[src/rtl/oac_map.vh]
// Register offsets, field positions, reset values and timing for the
// amplifier control block. Included by the sequencer and top files; the synchroniser does not use it.
`ifndef OAC_MAP_VH
`define OAC_MAP_VH
`define OAC_ADDR_CSR 12'h000
`define OAC_ADDR_STAT 12'h004
`define OAC_ADDR_ROUTE 12'h008
`define OAC_ADDR_OFFS 12'h00c
`define OAC_BIT_DONE 7
`define OAC_BIT_REQ 6
`define OAC_BIT_AVG 5
`define OAC_BIT_PWR 4
`define OAC_BIT_GAIN 3
`define OAC_CSR_WMASK 8'h78
`define OAC_CSR_RST 8'h00
`define OAC_ROUTE_RST 8'h00
`define OAC_BIT_RT_ADC 0
`define OAC_BIT_RT_MTC 1
`define OAC_AVG_PASSES 5'h10
`define OAC_PASS_CYCLES 16'h0040
`define OAC_STAB_NS 10000
`define OAC_CLK_NS 10
`define OAC_STAB_CYCLES ((`OAC_STAB_NS + `OAC_CLK_NS - 1) / `OAC_CLK_NS)
`endif

[src/rtl/oac_sync.v]
// Three-stage synchroniser with agreement filter for one pin level.
// Assumes the input is asynchronous to i_ref_clk.
`timescale 1ns/100ps
module oac_sync #(
  parameter RST_VAL = 1'b0
) (
  // Clock and reset
  input wire i_ref_clk,
  input wire i_rst,
  // Level in and filtered level out
  input wire i_async,
  output reg o_level
);
  reg s1_q;
  reg s2_q;
  reg s3_q;
  always @(posedge i_ref_clk or posedge i_rst) begin
    if (i_rst) begin
      s1_q <= RST_VAL;
      s2_q <= RST_VAL;
      s3_q <= RST_VAL;
      o_level <= RST_VAL;
    end else begin
      s1_q <= i_async;
      s2_q <= s1_q;
      s3_q <= s2_q;
      // Accept a change only once stages two and three agree
      if (s2_q == s3_q) begin
        o_level <= s3_q;
      end
    end
  end
endmodule

[src/rtl/oac_cal_seq.v]
// Offset compensation sequencer: one pass or an averaged run of passes.
// Assumes the analog trim code arrives on i_sample, valid at pass end.
`timescale 1ns/100ps
`include "oac_map.vh"
module oac_cal_seq #(
  parameter PASS_CYCLES = `OAC_PASS_CYCLES,
  parameter TRIM_W = 6
) (
  // Clock and reset
  input wire i_ref_clk,
  input wire i_rst,
  // Control
  input wire i_start,
  input wire i_abort,
  input wire i_avg,
  input wire [TRIM_W-1:0] i_sample,
  // Result
  output reg o_done,
  output reg [TRIM_W-1:0] o_trim
);
  localparam S_IDLE = 3'b001;
  localparam S_RUN = 3'b010;
  localparam S_DONE = 3'b100;
  reg [2:0] st_q;
  reg [15:0] cyc_q;
  reg [4:0] pass_q;
  reg [TRIM_W+3:0] acc_q;
  wire [4:0] passes = i_avg ? `OAC_AVG_PASSES : 5'h01;
  wire [TRIM_W+3:0] acc_nx = acc_q + {4'h0, i_sample};
  always @(posedge i_ref_clk or posedge i_rst) begin
    if (i_rst) begin
      st_q <= S_IDLE;
      cyc_q <= 16'h0000;
      pass_q <= 5'h00;
      acc_q <= {(TRIM_W+4){1'b0}};
      o_done <= 1'b0;
      o_trim <= {TRIM_W{1'b0}};
    end else if (i_abort) begin
      // Clearing the request drops the stored correction
      st_q <= S_IDLE;
      o_done <= 1'b0;
      o_trim <= {TRIM_W{1'b0}};
      cyc_q <= 16'h0000;
    end else begin
      case (st_q)
        S_IDLE: begin
          if (i_start) begin
            st_q <= S_RUN;
            cyc_q <= 16'h0000;
            pass_q <= 5'h00;
            acc_q <= {(TRIM_W+4){1'b0}};
          end
        end
        S_RUN: begin
          if (cyc_q == PASS_CYCLES[15:0] - 16'h0001) begin
            cyc_q <= 16'h0000;
            acc_q <= acc_nx;
            pass_q <= pass_q + 5'h01;
            if (pass_q + 5'h01 == passes) begin
              st_q <= S_DONE;
              o_done <= 1'b1;
              o_trim <= i_avg ? acc_nx[TRIM_W+3:4] : i_sample;
            end
          end else begin
            cyc_q <= cyc_q + 16'h0001;
          end
        end
        S_DONE: st_q <= S_DONE;
        default: st_q <= S_IDLE;
      endcase
    end
  end
endmodule

[src/rtl/oac_top.v]
// Amplifier control block: APB registers, power and pin switches, halt
// handling, internal routing and the offset compensation sequencer.
// Assumes an APB master on i_ref_clk; pins arrive asynchronously.
//
// Implementation choices: register access over APB and the address map.
`timescale 1ns/100ps
`include "oac_map.vh"
module oac_top #(
  parameter PASS_CYCLES = `OAC_PASS_CYCLES,
  parameter STAB_CYCLES = `OAC_STAB_CYCLES,
  parameter TRIM_W = 6
) (
  // Clock and reset
  input wire i_ref_clk,
  input wire i_rst,
  // APB slave
  input wire i_psel,
  input wire i_penable,
  input wire i_pwrite,
  input wire [11:0] i_paddr,
  input wire [31:0] i_pwdata,
  output reg [31:0] o_prdata,
  output reg o_pready,
  output reg o_pslverr,
  // Low power modes
  input wire i_wait_mode,
  input wire i_halt_mode,
  // Analog side
  input wire [TRIM_W-1:0] i_trim_sample,
  input wire [2:0] i_pin_level,
  output reg o_amp_enable,
  output reg o_pin_switch_close,
  output reg o_out_pin_oe,
  output reg o_route_adc,
  output reg o_route_motor_control_cell,
  output reg o_gain_range_select,
  output reg [TRIM_W-1:0] o_offset_trim,
  output reg o_amp_ready
);
  reg [7:0] csr_q;
  localparam A_IDLE = 2'b01;
  localparam A_ANSWER = 2'b10;
  reg [7:0] route_q;
  reg [1:0] apb_st_q;
  reg [15:0] stab_q;
  reg req_prev_q;
  wire halt_s;
  wire [2:0] pin_s;
  wire cal_done;
  wire [TRIM_W-1:0] cal_trim;

  wire wr = i_psel & i_penable & i_pwrite;
  wire req = csr_q[`OAC_BIT_REQ];
  wire pwr = csr_q[`OAC_BIT_PWR];
  // Amplifier live only when powered and not halted; wait is ignored
  wire amp_live = pwr & ~halt_s;

  // One-hot decode of the four register words, shared by write and read
  function [3:0] reg_hit;
    input [11:0] addr;
    begin
      case (addr)
        `OAC_ADDR_CSR: reg_hit = 4'h1;
        `OAC_ADDR_STAT: reg_hit = 4'h2;
        `OAC_ADDR_ROUTE: reg_hit = 4'h4;
        `OAC_ADDR_OFFS: reg_hit = 4'h8;
        default: reg_hit = 4'h0;
      endcase
    end
  endfunction

  // An eight-bit register placed in the low byte of a bus word
  function [31:0] byte_word;
    input [7:0] val;
    begin
      byte_word = {24'h000000, val};
    end
  endfunction

  oac_sync u_halt_sync (
    .i_ref_clk(i_ref_clk),
    .i_rst(i_rst),
    .i_async(i_halt_mode),
    .o_level(halt_s)
  );

  genvar g;
  generate
    for (g = 0; g < 3; g = g + 1) begin : g_pin
      oac_sync u_pin_sync (
        .i_ref_clk(i_ref_clk),
        .i_rst(i_rst),
        .i_async(i_pin_level[g]),
        .o_level(pin_s[g])
      );
    end
  endgenerate

  oac_cal_seq #(
    .PASS_CYCLES(PASS_CYCLES),
    .TRIM_W(TRIM_W)
  ) u_cal (
    .i_ref_clk(i_ref_clk),
    .i_rst(i_rst),
    .i_start(req & ~req_prev_q & amp_live),
    .i_abort(~req),
    .i_avg(csr_q[`OAC_BIT_AVG]),
    .i_sample(i_trim_sample),
    .o_done(cal_done),
    .o_trim(cal_trim)
  );

  // Control registers
  always @(posedge i_ref_clk or posedge i_rst) begin
    if (i_rst) begin
      csr_q <= `OAC_CSR_RST;
      route_q <= `OAC_ROUTE_RST;
      req_prev_q <= 1'b0;
    end else begin
      req_prev_q <= req;
      if (wr & o_pready) begin
        if (reg_hit(i_paddr) == 4'h1) begin
          // Done bit and reserved bits are not writable
          csr_q <= i_pwdata[7:0] & `OAC_CSR_WMASK;
        end
        if (reg_hit(i_paddr) == 4'h4) begin
          route_q <= {6'h00, i_pwdata[1:0]};
        end
      end
    end
  end

  // Halt wake-up stabilisation counter
  always @(posedge i_ref_clk or posedge i_rst) begin
    if (i_rst) begin
      stab_q <= 16'h0000;
      o_amp_ready <= 1'b0;
    end else begin
      if (!amp_live) begin
        stab_q <= 16'h0000;
        o_amp_ready <= 1'b0;
      end else if (stab_q == STAB_CYCLES[15:0]) begin
        o_amp_ready <= 1'b1;
      end else begin
        stab_q <= stab_q + 16'h0001;
        o_amp_ready <= 1'b0;
      end
    end
  end

  // Analog controls, all registered
  always @(posedge i_ref_clk or posedge i_rst) begin
    if (i_rst) begin
      o_amp_enable <= 1'b0;
      o_pin_switch_close <= 1'b0;
      o_out_pin_oe <= 1'b0;
      o_route_adc <= 1'b0;
      o_route_motor_control_cell <= 1'b0;
      o_gain_range_select <= 1'b0;
      o_offset_trim <= {TRIM_W{1'b0}};
    end else begin
      o_amp_enable <= amp_live;
      o_pin_switch_close <= amp_live;
      o_out_pin_oe <= amp_live;
      // Pin stays open to ADC and motor cell even when unpowered
      o_route_adc <= route_q[`OAC_BIT_RT_ADC];
      o_route_motor_control_cell <= route_q[`OAC_BIT_RT_MTC];
      o_gain_range_select <= csr_q[`OAC_BIT_GAIN];
      o_offset_trim <= cal_trim;
    end
  end

  // APB slave: one wait state, errors on unmapped addresses
  always @(posedge i_ref_clk or posedge i_rst) begin
    if (i_rst) begin
      apb_st_q <= A_IDLE;
      o_pready <= 1'b0;
      o_pslverr <= 1'b0;
      o_prdata <= 32'h00000000;
    end else begin
      o_pready <= 1'b0;
      o_pslverr <= 1'b0;
      o_prdata <= 32'h00000000;
      case (apb_st_q)
        A_IDLE: begin
          if (i_psel & i_penable) begin
            apb_st_q <= A_ANSWER;
            o_pready <= 1'b1;
            case (reg_hit(i_paddr))
              4'h1: begin
                // Done reads as set only while the request stands
                o_prdata <= byte_word({cal_done & req, csr_q[6:0]});
              end
              4'h2: begin
                // Pin levels read back whatever their analog use
                o_prdata <= byte_word({4'h0, o_amp_ready, pin_s});
              end
              4'h4: begin
                o_prdata <= byte_word(route_q);
              end
              4'h8: begin
                o_prdata <= {{(32-TRIM_W){1'b0}}, cal_trim};
              end
              default: begin
                o_pslverr <= 1'b1;
              end
            endcase
          end
        end
        A_ANSWER: begin
          apb_st_q <= A_IDLE;
        end
        default: begin
          apb_st_q <= A_IDLE;
        end
      endcase
    end
  end
  // No interrupt output exists; completion is polled in the CSR
endmodule

[config.mk]
export PLATFORM = sky130hd
export DESIGN_NAME = oac_top
export DESIGN_NICKNAME = d
export VERILOG_FILES = /design/src/rtl/oac_sync.v /design/src/rtl/oac_cal_seq.v /design/src/rtl/oac_top.v
export VERILOG_INCLUDE_DIRS = /design/src /design/src/rtl
export SDC_FILE = /design/constraint.sdc
export NUM_CORES = 1
export LEC_CHECK = 0
export CORE_AREA = 4 4 97 108
export CTS_BUF_LIST = sky130_fd_sc_hd__clkbuf_4 sky130_fd_sc_hd__clkbuf_8 sky130_fd_sc_hd__clkbuf_16
export DETAILED_ROUTE_END_ITERATION = 16
export DIE_AREA = 0 0 101 112
export DONT_BUFFER_PORTS = 1
export GPL_TIMING_DRIVEN = 0
export PLACE_DENSITY = 0.68
export SLEW_MARGIN = 25
export SYNTH_ARGS = -nofsm -noshare
export SYNTH_HDL_FRONTEND = slang
export SYNTH_HIERARCHICAL = 1
export SYNTH_SLANG_ARGS = --single-unit
[constraint.sdc]
create_clock -name i_ref_clk -period 3.77 [get_ports i_ref_clk]
set_input_delay 0.5655 -clock i_ref_clk [delete_from_list [all_inputs] [get_ports i_ref_clk]]
set_output_delay 0.5655 -clock i_ref_clk [all_outputs]
set_load 0.05 [all_outputs]
==> impl_metrics.csv <==
group,metric,value,unit
logic_synthesis,synth-seq-cells,103,
grt,grt_pass1_wl,17.1,mm
cells_and_area,area_delta_synth_final,9.71,%
power_and_ir_drop,sequentialPowerShare,57.2,%
power_and_ir_drop,p_int,1.43,mW
clocking,tritoncts,"done",
power_and_ir_drop,p_total,1.97,mW
logic_synthesis,yosysSeqAreaShare,50.8,%
routing,viasPerCell,5.58,
die,rows,37,
die,dieWidth,101,µm
clocking,cts.sinks,103,
critical_path,crit_arrival,2.63,ns
logic_synthesis,synth_cell_type_count,71,
critical_path,crit_type,"reg -> reg",
sta,finClkSkew,0.0234,ns
critical_path,path_buf_inv,0,
power_and_ir_drop,combPwrFrac,7.4,%
routing,route.vias.total,3527,
clocking,numCtsBuffers,9,
critical_path,path_delay_family,"compound AO/OA/AOI/OAI gates",
routing,drc,0,
routing,first_pass_iters,4,
critical_path,worst-path-max-fanout,7,
logic_synthesis,syn_inst,473,
sta,maxSlewHeadroom,61.7,%
routing,drt_iter0_markers,129,
power_and_ir_drop,vdd_drop_max,232,µV
power_and_ir_drop,swShare,27.6,%
clocking,clk_pin_slew,0.12,ns
power_and_ir_drop,clockPowerShare,35.4,%
routing,wl_per_cell,15.9,µm
grt,grt_max_degree,33,
critical_path,slowest_stage,"dfrtp_1",
clocking,clkLatencyLatePin,0.38,ns
sta,holdWs,0.0376,ns
place,numPortBuffers,0,
sta,min_period,2.37,ns
die,pin_count,107,
power_and_ir_drop,p_leak,2.49,nW
grt,grt_pass1_vias,3514,
logic_synthesis,yosysWarnings,6,
cells_and_area,layout_commonest_cell,"dfrtp_1",
routing,routed_wl,10.0,mm
cells_and_area,antenna_cells,0,
die,die_y,112,µm
critical_path,end_kind,"register",
critical_path,path_cells,"ha_1 > nand3_1 > xor2_1 > mux2i_2 > nand4bb_4 > o31a_1 > a22o_1",
place,hpwl,7.38,mm
power_and_ir_drop,power_density,355,nW/µm²
die,die_area,11300,µm²
critical_path,start_kind,"register",
place,gp_congestion,0.834,
cells_and_area,nets,581,
die,core,9310,µm²
power_and_ir_drop,switching_power,545,µW
cells_and_area,layout_common_cells,"dfrtp_1 (101), nor2_1 (36), nand2_1 (29), buf_4 (27), conb_1 (24)",
cells_and_area,design_area,5570,µm²
sta,slew_violations,0,
logic_synthesis,ys_async_sr_fraction,100,%
clocking,clock_path_buffers,2,
clocking,htree_levels,3,
critical_path,slowest_delay,0.48,ns
grt,grt_usage,18.5,%
critical_path,cp.required,4.03,ns
logic_synthesis,synth-edff-count,0,
sta,setup_viol,0,
sta,final_hold_viol_count,0,
cells_and_area,fill_cells,807,
sta,tightest_slew,0.575,ns
routing,ant_nets,0,
place,post_dp_cell_area,5350,µm²
grt,grt_overflow,0,
flow_run,cap_violations,0,
sta,fmax,0.422,GHz
clocking,cts_root_buf,"clkbuf_8",
clocking,post_cts_resized,0,
sta,period_share,62.8,%
sta,setup_tns,0,ns
logic_synthesis,syn-cell-area,5070,µm²
grt,antenna_found_initial,0,
status,outcome,"complete, no violations",
logic_synthesis,synth_area_per_cell,10.7,µm²
cells_and_area,drive_above_1_share,16.3,%
logic_synthesis,ys.flop_type,"dfrtp_1",
die,start_util,54.5,%
sta,rsz0062_at_grt,"false",
worst_hold_path,hold_path.class,"in -> async",
cell families after synthesis:
group                      Yosys count  synth area share (%)
xor gates and xnor gates            21                  3.62
other                                1                0.0739
muxes                               21                  4.76
buffers and inverters               58                  6.39
adders and majority gates           15                  3.75
DFF                                103                  50.8
AOI/OAI and AO/OA                   88                  11.3
and+or+nand+nor                    166                  19.2
state kept, by name (all words and copies together) (netlist names), 3 cells and up:
register	count
csr_q	4
g_pin.u_pin_sync/o_level	3
g_pin.u_pin_sync/s1_q	3
g_pin.u_pin_sync/s2_q	3
g_pin.u_pin_sync/s3_q	3
o_offset_trim	6
o_prdata	8
stab_q	16
u_cal/acc_q	10
u_cal/cyc_q	16
u_cal/o_trim	6
u_cal/pass_q	5
u_cal/st_q	3
per-stage QoR:
step                cells  worst slack (ns)  util (%)
floorplan             496              1.61         -
global placement      613              1.45      57.0
detailed placement    615              1.44      57.5
CTS                   632              1.42      59.8
global route          632              1.23      59.8
finish                632              1.40      59.8
cell type report:
class,count,area (µm²),area share (%)
Inverter,21,78.8,1.42
Buffer,37,245,4.40
Clock inverter,7,86.3,1.55
Sequential cell,103,2580,46.3
Multi-Input combinational cell,335,2260,40.5
Clock buffer,9,124,2.22
Timing Repair Buffer,3,50.0,0.899
Tap cell,117,146,2.63
power groups by stage:
stage          combinational, mW  sequential, mW  clock, mW
2_1_floorplan              0.126            1.15          0
5_1_grt                    0.159            1.13      0.765
3_5_place_dp               0.144            1.15          0
6_report                   0.146            1.13      0.700
4_1_cts                    0.146            1.13      0.719
3_3_place_gp               0.137            1.15          0
synthesized netlist by cell type, drive strengths merged (3+ instances only):
library cell | number | area (µm²)
o21ai | 23 | 115
a31oi | 3 | 18.8
a21o | 4 | 30.0
clkbuf | 5 | 18.8
o21a | 3 | 22.5
nand2b | 8 | 50.1
inv | 21 | 78.8
dfrtp | 101 | 2530
and4 | 4 | 37.5
and2 | 3 | 18.8
a211oi | 4 | 35.0
o22ai | 3 | 18.8
o2bb2ai | 3 | 26.3
or3 | 4 | 25.0
nand2 | 30 | 120
mux2i | 11 | 114
nor2b | 3 | 18.8
a22o | 6 | 52.6
nand3 | 23 | 115
nand4 | 10 | 68.8
nor3 | 6 | 30.0
xnor2 | 4 | 35.0
mux2 | 10 | 128
or4 | 6 | 56.3
maj3 | 4 | 45.0
a21oi | 20 | 100
nor4 | 13 | 124
xor2 | 17 | 149
ha | 10 | 125
a22oi | 3 | 22.5
buf | 32 | 226
and3 | 7 | 50.1
o31ai | 6 | 45.0
nor2 | 36 | 135
path summary, 6_finish.rpt:
check	start	end	slack, ns	cells past startpoint
worst max-delay path	u_cal/pass_q[0]	u_cal/o_trim[4]	1.40	7
worst min-delay path	i_rst	o_gain_range_select	0.04	1
worst max register to register	u_cal/pass_q[0]	u_cal/o_trim[4]	1.40	7
worst min register to register	g_pin[2].u_pin_sync/s1_q	g_pin[2].u_pin_sync/s2_q	0.36	0
max in group asynchronous	i_rst	u_cal/st_q[0]	2.60	3
min in group i_ref_clk	i_pin_level[1]	g_pin[1].u_pin_sync/s1_q	0.20	0
per-layer routing:
metal | vias to the layer above | track usage, % | share of wire, % | wire (µm)
li1 | 1716 | - | - | -
met1 | 1720 | 25.6 | 45 | 4550
met2 | 81 | 29.8 | 48 | 4870
met3 | 10 | 3.20 | 5.0 | 505
met4 | 0 | 5.23 | 1.2 | 120
met5 | - | 0 | 0 | 0
what timing repair did:
item / in CTS / in global routing
setup endpoints to repair: 0 / 0
endpoints found under the hold margin: 25 / 0
hold buffers: 1 / 0
buffers inserted: 0 / 0
No activity file was read; power rests on OpenSTA's default activity.
